<file path="src/logic/td_pkg.sv">
// Package for the transfer descriptor engine: register map, fields, codes.
// Assumes a 250 MHz clock and a plain address/strobe register port.
package td_pkg;

	// Register byte offsets
	localparam logic [7:0] OFF_DESC_CTRL  = 8'h00;
	localparam logic [7:0] OFF_DESC_COUNT = 8'h04;
	localparam logic [7:0] OFF_BUF_BASE   = 8'h08;
	localparam logic [7:0] OFF_IRQ_STATUS = 8'h0C;
	localparam logic [7:0] OFF_IRQ_CLEAR  = 8'h10;
	localparam logic [7:0] OFF_IRQ_ENABLE = 8'h14;

	// Descriptor control word fields
	localparam int F_LIMIT_LSB = 0;
	localparam int F_OPF       = 10;
	localparam int F_FORMAT    = 11;
	localparam int F_SPEED     = 12;
	localparam int F_LAST      = 13;
	localparam int F_EP_LSB    = 14;
	localparam int F_ADDR_LSB  = 18;
	localparam int F_DIR_LSB   = 25;
	localparam int F_TOGGLE    = 27;
	localparam int F_ACTIVE    = 28;

	// Descriptor count word fields
	localparam int F_TOTAL_LSB = 0;
	localparam int F_MOVED_LSB = 16;
	localparam int F_CODE_LSB  = 28;

	// Interrupt status bits
	localparam int IRQ_DONE  = 0;
	localparam int IRQ_LIST  = 1;
	localparam int IRQ_ERROR = 2;

	// Result codes
	localparam logic [3:0] CODE_OK         = 4'h0;
	localparam logic [3:0] CODE_BAD_PID    = 4'h7;
	localparam logic [3:0] CODE_STORE_SLOW = 4'hC;
	localparam logic [3:0] CODE_FETCH_SLOW = 4'hD;

	// Token directions
	localparam logic [1:0] DIR_SETUP = 2'h0;
	localparam logic [1:0] DIR_OUT   = 2'h1;
	localparam logic [1:0] DIR_IN    = 2'h2;
	localparam logic [1:0] DIR_RSVD  = 2'h3;

	// Reset values
	localparam logic [31:0] RST_DESC_CTRL = 32'h0000_0000;
	localparam logic [9:0]  RST_TOTAL     = 10'h000;
	localparam logic [9:0]  RST_BASE      = 10'h000;
	localparam logic [2:0]  RST_IRQ       = 3'h0;

	// Header length ahead of the payload, bytes
	localparam logic [11:0] HEADER_BYTES = 12'h008;

	// Frame timing
	localparam int FRAME_TIME_NS = 1000000;
	localparam int CLK_PERIOD_NS = 4;
	localparam int FRAME_CYCLES  = FRAME_TIME_NS / CLK_PERIOD_NS;

	typedef enum logic [1:0] {ST_IDLE, ST_ISSUE, ST_WAIT, ST_DONE} engine_state_e;

endpackage : td_pkg

</file>
<file path="src/logic/frame_tick.sv">
// Frame timer: one-cycle tick every frame period.
// Assumes a single free-running clock and synchronous active-high reset.
`timescale 1ns/100ps
`default_nettype none
module frame_tick #(
	parameter int FRAME_CYCLES = td_pkg::FRAME_CYCLES
) (
	input  wire logic clk,
	input  wire logic rst,
	output var  logic tick
);
	logic [17:0] count;
	wire         at_end = (count == 18'(FRAME_CYCLES - 1));

	always_ff @(posedge clk) begin
		if (rst) begin
			count <= 18'h00000;
			tick  <= 1'b0;
		end else begin
			count <= at_end ? 18'h00000 : count + 18'h00001;
			tick  <= at_end;
		end
	end
endmodule : frame_tick
`default_nettype wire

</file>
<file path="src/logic/td_engine.sv">
// Transfer descriptor engine: runs one descriptor against a USB link.
// Assumes link and memory handshakes come from logic on the same clock.
`timescale 1ns/100ps
`default_nettype none
// Functional notes
// - Result code zero means no error
// - Store too slow on IN gives 1100
// - Fetch too slow on OUT gives 1101
// - Active cleared when descriptor completes
// - Toggle holds expected PID, flipped after each good non-iso packet
// - Ten-bit packet limit caps each packet
// - Seven-bit device address targets function
// - Last marker ends the descriptor list
// - Speed 0 full, 1 low
// - Ten-bit byte count is descriptor total
// - Bytes actually moved written back
// - One-per-frame option is 0 after reset
// - Option limits non-iso descriptors to one transaction per frame
// - Header and payload start on 4-byte boundary
module td_engine #(
	parameter int FRAME_CYCLES = td_pkg::FRAME_CYCLES
) (
	input  wire logic        clk,
	input  wire logic        rst,
	input  wire logic [7:0]  reg_addr,
	input  wire logic [31:0] reg_wdata,
	input  wire logic        reg_wr,
	input  wire logic        reg_rd,
	output var  logic [31:0] reg_rdata,
	output var  logic        irq,
	output var  logic        xact_start,
	output var  logic [1:0]  token_direction,
	output var  logic [6:0]  token_address,
	output var  logic [3:0]  token_endpoint,
	output var  logic [9:0]  token_length,
	output var  logic        token_low_speed,
	output var  logic        token_iso,
	output var  logic        token_data1,
	output var  logic [11:0] mem_addr,
	input  wire logic        xact_done,
	input  wire logic [3:0]  xact_code,
	input  wire logic        link_rx_strobe,
	input  wire logic        mem_store_ready,
	input  wire logic        link_tx_strobe,
	input  wire logic        mem_fetch_valid
);
	td_pkg::engine_state_e state;
	td_pkg::engine_state_e next_state;

	logic [31:0] desc_ctrl;
	logic [9:0]  descriptor_byte_count;
	logic [9:0]  bytes_moved_count;
	logic [3:0]  result_code;
	logic [9:0]  buf_base;
	logic [2:0]  irq_status;
	logic [2:0]  irq_enable;
	logic [9:0]  pkt_count;
	logic        store_too_slow_error;
	logic        fetch_too_slow_error;
	logic        sent_this_frame;
	logic        frame_pulse;

	function automatic logic hit(input logic [7:0] a, input logic [7:0] off);
		hit = (a == off);
	endfunction : hit

	// Descriptor field decode
	wire [9:0] packet_byte_limit    = desc_ctrl[td_pkg::F_LIMIT_LSB +: 10];
	wire       one_per_frame_option = desc_ctrl[td_pkg::F_OPF];
	wire       format_iso           = desc_ctrl[td_pkg::F_FORMAT];
	wire       speed_low            = desc_ctrl[td_pkg::F_SPEED];
	wire       last_in_list         = desc_ctrl[td_pkg::F_LAST];
	wire [3:0] endpoint_index       = desc_ctrl[td_pkg::F_EP_LSB +: 4];
	wire [6:0] device_bus_address   = desc_ctrl[td_pkg::F_ADDR_LSB +: 7];
	wire [1:0] dir_field            = desc_ctrl[td_pkg::F_DIR_LSB +: 2];
	wire       toggle               = desc_ctrl[td_pkg::F_TOGGLE];
	wire       active               = desc_ctrl[td_pkg::F_ACTIVE];

	// Register port decode
	wire wr_ctrl  = reg_wr && hit(reg_addr, td_pkg::OFF_DESC_CTRL);
	wire wr_count = reg_wr && hit(reg_addr, td_pkg::OFF_DESC_COUNT);
	wire wr_base  = reg_wr && hit(reg_addr, td_pkg::OFF_BUF_BASE);
	wire wr_clear = reg_wr && hit(reg_addr, td_pkg::OFF_IRQ_CLEAR);
	wire wr_en    = reg_wr && hit(reg_addr, td_pkg::OFF_IRQ_ENABLE);

	wire [31:0] count_word = {result_code, 2'b00, bytes_moved_count, 6'h00,
		descriptor_byte_count};
	wire [31:0] read_mux =
		hit(reg_addr, td_pkg::OFF_DESC_CTRL)  ? desc_ctrl :
		hit(reg_addr, td_pkg::OFF_DESC_COUNT) ? count_word :
		hit(reg_addr, td_pkg::OFF_BUF_BASE)   ? {20'h00000, buf_base, 2'b00} :
		hit(reg_addr, td_pkg::OFF_IRQ_STATUS) ? {29'h0, irq_status} :
		hit(reg_addr, td_pkg::OFF_IRQ_ENABLE) ? {29'h0, irq_enable} : 32'h0000_0000;

	// Transaction sizing and completion
	wire [9:0]  remaining  = descriptor_byte_count - bytes_moved_count;
	wire [9:0]  pkt_len    = (remaining < packet_byte_limit) ? remaining
		: packet_byte_limit;
	wire        frame_hold = one_per_frame_option && !format_iso && sent_this_frame;
	wire        in_wait    = (state == td_pkg::ST_WAIT);
	wire        pkt_end    = in_wait && xact_done;
	wire        dir_in     = (dir_field == td_pkg::DIR_IN);
	wire        rx_byte    = in_wait && link_rx_strobe && dir_in;
	wire        tx_byte    = in_wait && link_tx_strobe && !dir_in;
	wire        overrun    = store_too_slow_error || (rx_byte && !mem_store_ready);
	wire        underrun   = fetch_too_slow_error || (tx_byte && !mem_fetch_valid);
	wire [3:0]  pkt_code   = overrun ? td_pkg::CODE_STORE_SLOW :
		underrun ? td_pkg::CODE_FETCH_SLOW : xact_code;
	wire        pkt_ok     = (pkt_code == td_pkg::CODE_OK);
	wire [9:0]  moved_sum  = bytes_moved_count + pkt_count;
	wire        desc_end   = !pkt_ok || format_iso || (moved_sum >= descriptor_byte_count)
		|| (pkt_count < token_length);
	wire        bad_dir    = (dir_field == td_pkg::DIR_RSVD);
	// Payload follows header, both on 4-byte boundaries
	wire [11:0] payload_at = {buf_base, 2'b00} + td_pkg::HEADER_BYTES;
	wire [2:0]  events     = {state == td_pkg::ST_DONE && result_code != td_pkg::CODE_OK,
		state == td_pkg::ST_DONE && last_in_list, state == td_pkg::ST_DONE};

	always_comb begin
		next_state = state;
		case (state)
			td_pkg::ST_IDLE: begin
				if (active && !frame_hold) begin
					next_state = bad_dir ? td_pkg::ST_DONE : td_pkg::ST_ISSUE;
				end
			end
			td_pkg::ST_ISSUE: next_state = td_pkg::ST_WAIT;
			td_pkg::ST_WAIT: begin
				if (xact_done) begin
					next_state = desc_end ? td_pkg::ST_DONE : td_pkg::ST_IDLE;
				end
			end
			td_pkg::ST_DONE: next_state = td_pkg::ST_IDLE;
			default: next_state = td_pkg::ST_IDLE;
		endcase
	end

	frame_tick #(
		.FRAME_CYCLES(FRAME_CYCLES)
	) u_frame (
		.clk (clk),
		.rst (rst),
		.tick(frame_pulse)
	);

	always_ff @(posedge clk) begin
		if (rst) begin
			state <= td_pkg::ST_IDLE;
		end else begin
			state <= next_state;
		end
	end

	// Descriptor control word; software write wins over hardware update
	always_ff @(posedge clk) begin
		if (rst) begin
			desc_ctrl <= td_pkg::RST_DESC_CTRL;
		end else if (wr_ctrl) begin
			desc_ctrl <= reg_wdata;
		end else begin
			if (state == td_pkg::ST_DONE) begin
				desc_ctrl[td_pkg::F_ACTIVE] <= 1'b0;
			end
			if (pkt_end && pkt_ok && !format_iso) begin
				desc_ctrl[td_pkg::F_TOGGLE] <= !toggle;
			end
		end
	end

	always_ff @(posedge clk) begin
		if (rst) begin
			descriptor_byte_count <= td_pkg::RST_TOTAL;
			buf_base              <= td_pkg::RST_BASE;
		end else begin
			if (wr_count) begin
				descriptor_byte_count <= reg_wdata[td_pkg::F_TOTAL_LSB +: 10];
			end
			if (wr_base) begin
				buf_base <= reg_wdata[11:2];
			end
		end
	end

	// Write-back of moved bytes and result
	always_ff @(posedge clk) begin
		if (rst) begin
			bytes_moved_count <= 10'h000;
			result_code       <= td_pkg::CODE_OK;
		end else if (wr_ctrl && reg_wdata[td_pkg::F_ACTIVE]) begin
			bytes_moved_count <= 10'h000;
			result_code       <= td_pkg::CODE_OK;
		end else if (pkt_end) begin
			bytes_moved_count <= moved_sum;
			result_code       <= pkt_code;
		end else if (state == td_pkg::ST_IDLE && active && !frame_hold && bad_dir) begin
			result_code <= td_pkg::CODE_BAD_PID;
		end
	end

	// Per-packet byte count and memory pacing errors
	always_ff @(posedge clk) begin
		if (rst || state == td_pkg::ST_ISSUE) begin
			pkt_count            <= 10'h000;
			store_too_slow_error <= 1'b0;
			fetch_too_slow_error <= 1'b0;
		end else begin
			if ((rx_byte && mem_store_ready) || (tx_byte && mem_fetch_valid)) begin
				pkt_count <= pkt_count + 10'h001;
			end
			store_too_slow_error <= overrun;
			fetch_too_slow_error <= underrun;
		end
	end

	// One-per-frame bookkeeping; a start in the tick cycle still counts
	always_ff @(posedge clk) begin
		if (rst) begin
			sent_this_frame <= 1'b0;
		end else if (state == td_pkg::ST_ISSUE) begin
			sent_this_frame <= 1'b1;
		end else if (frame_pulse) begin
			sent_this_frame <= 1'b0;
		end
	end

	// Token outputs
	always_ff @(posedge clk) begin
		if (rst) begin
			xact_start      <= 1'b0;
			token_direction <= td_pkg::DIR_SETUP;
			token_address   <= 7'h00;
			token_endpoint  <= 4'h0;
			token_length    <= 10'h000;
			token_low_speed <= 1'b0;
			token_iso       <= 1'b0;
			token_data1     <= 1'b0;
		end else begin
			xact_start <= (next_state == td_pkg::ST_ISSUE);
			if (next_state == td_pkg::ST_ISSUE) begin
				token_direction <= dir_field;
				token_address   <= device_bus_address;
				token_endpoint  <= endpoint_index;
				token_length    <= pkt_len;
				token_low_speed <= speed_low;
				token_iso       <= format_iso;
				token_data1     <= toggle;
			end
		end
	end

	// Buffer address walks the payload byte by byte
	always_ff @(posedge clk) begin
		if (rst) begin
			mem_addr <= 12'h000;
		end else if (next_state == td_pkg::ST_ISSUE) begin
			mem_addr <= payload_at + {2'b00, bytes_moved_count};
		end else if ((rx_byte && mem_store_ready) || (tx_byte && mem_fetch_valid)) begin
			mem_addr <= mem_addr + 12'h001;
		end
	end

	// Interrupt status: set wins over clear
	always_ff @(posedge clk) begin
		if (rst) begin
			irq_status <= td_pkg::RST_IRQ;
			irq_enable <= td_pkg::RST_IRQ;
			irq        <= 1'b0;
		end else begin
			irq_status <= (irq_status & ~(wr_clear ? reg_wdata[2:0] : 3'h0)) | events;
			if (wr_en) begin
				irq_enable <= reg_wdata[2:0];
			end
			irq <= |(irq_status & irq_enable);
		end
	end

	always_ff @(posedge clk) begin
		if (rst) begin
			reg_rdata <= 32'h0000_0000;
		end else if (reg_rd) begin
			reg_rdata <= read_mux;
		end
	end

	// Helper: transactions started in the current frame
	logic [1:0] frame_starts;
	always_ff @(posedge clk) begin
		if (rst) begin
			frame_starts <= 2'h0;
		end else if (frame_pulse) begin
			frame_starts <= {1'b0, xact_start};
		end else if (xact_start && frame_starts != 2'h3) begin
			frame_starts <= frame_starts + 2'h1;
		end
	end
endmodule : td_engine
`default_nettype wire

</file>
<file path="config.mk">
export PLATFORM = sky130hd
export DESIGN_NAME = td_engine
export DESIGN_NICKNAME = d
export VERILOG_FILES = /design/src/logic/td_pkg.sv /design/src/logic/frame_tick.sv /design/src/logic/td_engine.sv
export SDC_FILE = /design/constraint.sdc
export NUM_CORES = 1
export LEC_CHECK = 0
export ABC_AREA = 1
export BUFFER_PORTS_ARGS = -buffer_cell sky130_fd_sc_hd__buf_2
export CAP_MARGIN = 20
export CORE_MARGIN = 2
export CORE_UTILIZATION = 50
export CTS_CLUSTER_DIAMETER = 150
export CTS_CLUSTER_SIZE = 20
export DETAILED_ROUTE_END_ITERATION = 6
export PLACE_DENSITY = 0.83
export REMOVE_ABC_BUFFERS = 1
export SLEW_MARGIN = 20
export SYNTH_ARGS = -nofsm -noshare
export SYNTH_HDL_FRONTEND = slang
export SYNTH_SLANG_ARGS = --single-unit
</file>
<file path="constraint.sdc">
create_clock -name clk -period 4.9 [get_ports clk]
set_input_delay 0.245 -clock clk [delete_from_list [all_inputs] [get_ports clk]]
set_output_delay 0.245 -clock clk [all_outputs]
set_load 0.03 [all_outputs]
</file>
==> results of run 1 <==
area by class of cell:
cell class                 count  area (sq um)
multi-input combinational    870          4970
sequential                   178          3560
timing repair buffer         135           703
tap                          234           293
clock inverter                13           140
fill                        1678          7850
clock buffer                  19           453
inverter                     194           728
cell usage in the layout (no fill, tap or decap), types with 5 or more instances in the layout:
| master | n |
|---|---|
| buf_2 | 124 |
| nor3b_1 | 5 |
| ha_1 | 65 |
| o21ai_0 | 98 |
| buf_4 | 11 |
| xnor2_1 | 9 |
| o211ai_1 | 5 |
| o221ai_1 | 19 |
| nand4_1 | 19 |
| a21oi_2 | 10 |
| nand3_1 | 71 |
| nand2_1 | 195 |
| nor3_1 | 17 |
| xor2_1 | 27 |
| a211oi_1 | 22 |
| nand2_2 | 12 |
| nor2_1 | 122 |
| inv_1 | 191 |
| a21oi_1 | 135 |
| clkbuf_16 | 17 |
| dfxtp_1 | 178 |
cell families (layout without fill, tap and decap cells):
kind of cell	after synthesis	after routing	share of synthesized area, %
buffers and inverters	247	361	10.3
and+or+nand+nor	459	459	21.2
DFF	178	178	37.5
AOI/OAI and AO/OA	307	307	18.6
adders and majority gates	68	68	9.19
xor gates and xnor gates	36	36	3.32
worst register-to-register path, stage by stage, from the launching register on:
cell and delay [ps]:
dfxtp_1 450, ha_1 210, inv_1 50, fa_1 390, o21ai_0 290, a21oi_1 110
o21bai_1 210, nand2_1 70, nand2_1 60, a21oi_1 70, xnor2_1 190, ha_1 260
nand2_1 60, inv_1 40, nand3_1 70, inv_1 50, nand3_1 60, nand2_1 50
nor2_1 160, nand4_2 150, nand2_2 160, nand3_2 490, buf_4 410, nand2_1 90
a21oi_1 60
per-layer routing:
| metal | vias up | wire length, microns |
|---|---|---|
| met5 | - | 0 |
| met4 | 0 | 728 |
| met3 | 52 | 2050 |
| li1 | 4492 | - |
| met2 | 399 | 12700 |
| met1 | 4319 | 12300 |
sequential cells by signal (all words and copies together), names as in the netlist, 2 cells and up:
signal,count
token_endpoint,4
irq_status,3
token_length,10
token_direction,2
result_code,4
mem_addr,12
u_frame.count,18
desc_ctrl,32
irq_enable,3
bytes_moved_count,10
buf_base,10
token_address,7
reg_rdata,32
state,2
pkt_count,10
descriptor_byte_count,10
per-stage QoR:
| step | std cells | area, sq um | worst slack, ps |
|---|---|---|---|
| 2_1_floorplan | 1242 | 9260 | 354 |
| 3_3_place_gp | 1611 | 10300 | 772 |
| 3_5_place_dp | 1611 | 10300 | 606 |
| 4_1_cts | 1643 | 10900 | 591 |
| 5_1_grt | 1643 | 10900 | 98.1 |
| 6_report | 1643 | 10900 | 551 |
cells in the mapped netlist (2+ instances only):
cell type	instances	area share, %
ha_1	65	8.6
nand4_1	19	1.3
buf_2	11	0.58
nor3b_1	5	0.39
or2_2	2	0.13
xor2_1	27	2.5
clkbuf_1	36	1.4
nor4_1	3	0.20
buf_6	4	0.47
nor3_1	18	0.95
o21a_1	3	0.24
o211ai_1	5	0.39
nand2_1	195	7.7
nand3b_1	4	0.32
nand3_1	71	3.7
a221oi_1	3	0.28
nand4_2	2	0.26
o21bai_1	3	0.24
inv_2	3	0.12
fa_1	3	0.63
a21oi_2	10	0.92
dfxtp_1	178	37
o2111ai_1	2	0.18
xnor2_1	9	0.83
a211oi_1	22	1.7
a21oi_1	135	7.1
o21ai_0	98	5.2
nand2_2	12	0.79
o221ai_1	19	1.8
nor2_4	3	0.36
nor2_1	123	4.9
inv_1	191	7.5
path summary, 6_finish.rpt:
kind	start	end	slack (ps)	depth (start not counted)
setup / recovery	bytes_moved_count[0]	token_low_speed	550	24
hold / removal	reg_wdata[26]	desc_ctrl[26]	20	3
setup reg to reg	bytes_moved_count[0]	token_low_speed	550	24
hold reg to reg	u_frame.count[0]	u_frame.count[0]	450	1
report_power, final:
part	leakage, nW	switching (W)	internal, W
Combinational	3.15	0.000102	0.0000411
Clock	0.287	0.000640	0.000747
Sequential	1.44	0.00000813	0.00146
==> metrics, run 1 <==
status=finished clean; Total Routing Usage GR=28.1%; CTS buffer count=17; Post-synth EDFFs=0; Ys Warns=0; Setup TNS Final=0 ps; initial antenna violation count=0; worst IR drop on VDD=0.246 mV; Yosys reg bits=178; IO buf count=124; Initial Util=50.8%; CTS tree=done; first-pass GRT wire length=44500 microns; hold_ws=18.7 ps; Lkg Pwr=4.88 nW; post-CTS sizing=0; Power per Cell Area=276 mW/mm^2; Final Wtd Congestion=1.02; ys async rst share=0%; die width=142 microns; # DRC=0; Pwr Total=0.00300 W; clk buf depth=2; Die Y=142 microns; clk root buf=clkbuf_16; DRT Pass-1 Iters=5; CP delay by family, top=simple AND/OR/NAND/NOR gates; cell mode on critical path=nand2_1; WP data required=5200 ps; DP HPWL=20600 microns; Post-Syn Area=0.00950 sq mm; Distinct cells, synth=43; crit path launch type=flop; DR vias=9262; Top FF cell, synth=dfxtp_1; layout cells sized above 1=14.5%; final core occ=58.0%; initial DRC count=951; clk sinks=178; syn avg cell area=7.34 sq um; cts hold-fix bufs=0; Critical Path AT=4650 ps; Slew Viols, Final=0; RSZ-0062 raised after global routing=no; met1 GRT Util=38.1%; number of inserted diodes=0; CP Cell Sequence=ha_1 > inv_1 > fa_1 > o21ai_0 > a21oi_1 > o21bai_1 > nand2_1 > nand2_1 > a21oi_1 > xnor2_1 > ha_1 > nand2_1 > inv_1 > nand3_1 > inv_1 > nand3_1 > nand2_1 > nor2_1 > nand4_2 > nand2_2 > nand3_2 > buf_4 > nand2_1 > a21oi_1; Layout Nets=1517; max-cap violations=0; final setup vio count=0; grt met2 use=44.4%; Post-CTS Setup Bufs=0; final hold viol count=0; Post-Syn Instances=1295; worst min-delay path category=primary input to flop; DR vias/cell=5.64; Crit Path Category=flop to flop; worst slew pin tran=1050 ps; Final Cycle Share=88.8%; vias in the first global route=8632; clk_skew=12.5 ps; count of buffer and inverter cells on the critical path=4; htree depth=4; worst-path maximum fanout=21; Post-Route WL=27900 microns; Crit path largest cell delay=490 ps; largest net degree at the start of global routing=57; FP Rows=50; post-DR wirelength/cell=17.0 microns; Die Area=0.0201 sq mm; io pins=125; Slew HR=30.1%; clock-pin slew on the worst setup and hold paths=70 ps; register area share after synthesis=37.5%; DRT antenna net count=0; Most Crowded Layer GR=met2; Clock Latency Late Sink=450 ps; Core Area=0.0187 sq mm; Area Growth Syn to Fin=14.2%; CP Capture Type=flop; fin crit period=4350 ps; GRT overflow=0; Highest Clock Rate=0.230 GHz; Critical-path top delay cell=nand3_2; GR Util met3=5.57%
(Power assumes the default switching activity.)
==> run 2: changes to the inputs <==
- clock period: 4.9 -> 5.25 ns (I/O delays scaled with it)
==> run 2 against run 1 <==
Effect of this change:
- maximum frequency decreased by 1.7%
- critical path depth grew 1
- final cell count shrank 0.12%
- final area about the same
- first-iteration DRC count fell by 20%
- critical path type unchanged
==> metrics, run 2 (synthesized netlist as in run 1, its figures left out) <==
DRT antenna net count=0 (unchanged); R2R Path Start=pkt_count[0] (was bytes_moved_count[0]); Core Area=0.0187 sq mm (unchanged); Slew HR=28.1% (was 30.1%); Final Non-Filler Cells=1641 (was 1643); number of inserted diodes=0 (unchanged); die width=142 microns (unchanged); Worst setup startpoint=pkt_count[0] (was bytes_moved_count[0]); # DRC=0 (unchanged); Total Routing Usage GR=27.3% (was 28.1%); worst IR drop on VDD=0.223 mV (was 0.246 mV); Clock Latency Late Sink=440 ps (was 450 ps); worst-path maximum fanout=20 (was 21); fillers=1770 (was 1678); Crit Path Category=flop to flop (unchanged); clk buf depth=2 (unchanged); Final Wtd Congestion=1.01 (was 1.02); initial DRC count=763 (was 951); Post-Route WL=27100 microns (was 27900 microns); initial antenna violation count=0 (unchanged); CTS tree=done (unchanged); Area Growth Syn to Fin=14.2% (about the same); CP Capture Type=flop (unchanged); dpl ws=878 ps (was 606 ps); final hold viol count=0 (unchanged); CTS buffer count=17 (unchanged); clock-pin slew on the worst setup and hold paths=70 ps (about the same); layout cells sized above 1=14.4% (was 14.5%); Setup WS post-layout=825 ps (was 551 ps); RSZ-0062 raised after global routing=no (unchanged); Die Y=142 microns (unchanged); IO buf count=124 (unchanged); top flop regs=desc_ctrl: 32 flops, reg_rdata: 32 flops, u_frame.count: 18 flops (unchanged); final setup vio count=0 (unchanged); clk_skew=8.79 ps (was 12.5 ps); clk sinks=178 (unchanged); Slew Viols, Final=0 (unchanged); placed cell count=1609 (was 1611); fin crit period=4430 ps (was 4350 ps); hold path start=reg_wdata[15] (was reg_wdata[26]); FP Rows=50 (unchanged); Power per Cell Area=261 mW/mm^2 (was 276 mW/mm^2); Final Cycle Share=84.3% (was 88.8%); DP HPWL=20000 microns (was 20600 microns); first-pass GRT wire length=43500 microns (was 44500 microns); max-cap violations=0 (unchanged); cts hold-fix bufs=0 (unchanged); DR vias=9173 (was 9262); DRT Pass-1 Iters=7 (was 5); FF+latch area=0.00356 sq mm (unchanged); io pins=125 (unchanged); DR vias/cell=5.59 (was 5.64); status=finished clean (unchanged); largest net degree at the start of global routing=57 (unchanged); vias in the first global route=8590 (was 8632); htree depth=4 (unchanged); Highest Clock Rate=0.226 GHz (was 0.230 GHz); Die Area=0.0201 sq mm (unchanged); cell mode on critical path=nand2_1 (unchanged); Lkg Pwr=4.88 nW (about the same); post-CTS sizing=0 (unchanged); most frequent cells in the layout=nand2_1 (195), inv_1 (190), dfxtp_1 (178), a21oi_1 (135), buf_2 (124) (was nand2_1 (195), inv_1 (191), dfxtp_1 (178), a21oi_1 (135), buf_2 (124)); crit path launch type=flop (unchanged); worst slew pin tran=1070 ps (was 1050 ps); WP data required=5610 ps (was 5200 ps); Layout Nets=1515 (was 1517); clk root buf=clkbuf_16 (unchanged); Crit path largest cell delay=460 ps (was 490 ps); Setup TNS Final=0 ps (unchanged); Post-CTS Setup Bufs=0 (unchanged); Initial Util=50.8% (unchanged); Critical Path AT=4780 ps (was 4650 ps); post-DR wirelength/cell=16.5 microns (was 17.0 microns); area of the multi-input gates=0.00498 sq mm (was 0.00497 sq mm); Critical-path top delay cell=dfxtp_1 (was nand3_2); GRT overflow=0 (unchanged); commonest non-fill, non-tap cell in the layout=nand2_1 (unchanged); worst min-delay path category=primary input to flop (unchanged)
run 2: changes by cell type in the layout (fill, tap and decap cells not counted), sizes merged:
cell / previous run / this run
buf: 135 / 133
bufinv: 1 / 2
clkinvlp: 2 / 0
inv: 201 / 202
run 2: area by class of cell:
| cell class | count | area share (%) |
|---|---|---|
| clock buffers | 19 | 4.08 |
| clock inverters | 13 | 1.49 |
| repair buffers | 133 | 6.34 |
| inverters | 194 | 6.71 |
| well taps | 234 | 2.70 |
| flip-flops and latches | 178 | 32.8 |
| multi-input cells | 870 | 45.8 |
run 2: per-layer routing:
metal	vias to the layer above	GRT usage [%]	part of all wire, %
li1	4494	-	-
met1	4264	36.8	45
met2	357	43.6	45
met3	58	5.26	6.9
met4	0	10.4	2.7
met5	-	0	0
run 2: worst max-delay path, delay by kind of cell, from the launching register on:
kind            cells  cell delay (ps)
simple gates       12             1500
fa+ha+maj           3              880
compound gates      5              800
buf+inv             4              540
flops               1              460
xor+xnor            1              190
run 2: path summary, 6_finish.rpt:
path                            to  depth (start not counted)  slack [ps]
hold reg to reg   u_frame.count[0]                          1         450
hold / removal       desc_ctrl[15]                          3          30
setup / recovery       mem_addr[2]                         25         820
setup reg to reg       mem_addr[2]                         25         820
run 2: where the power goes:
| group | switching (W) | internal (W) |
|---|---|---|
| sequential | 0.00000744 | 0.00136 |
| combinational | 0.0000940 | 0.0000384 |
| clock | 0.000596 | 0.000734 |
run 2: through the flow:
stage	util (%)	instance area [sq um]	total power, W	hold slack (ps)
3_5_place_dp	54.8	10200	0.00153	444
6_report	58.0	10900	0.00283	29.5
4_1_cts	58.0	10900	0.00283	18.5
3_3_place_gp	54.8	10200	0.00153	434
5_1_grt	58.0	10900	0.00291	30.3
2_1_floorplan	-	9260	0.00146	325
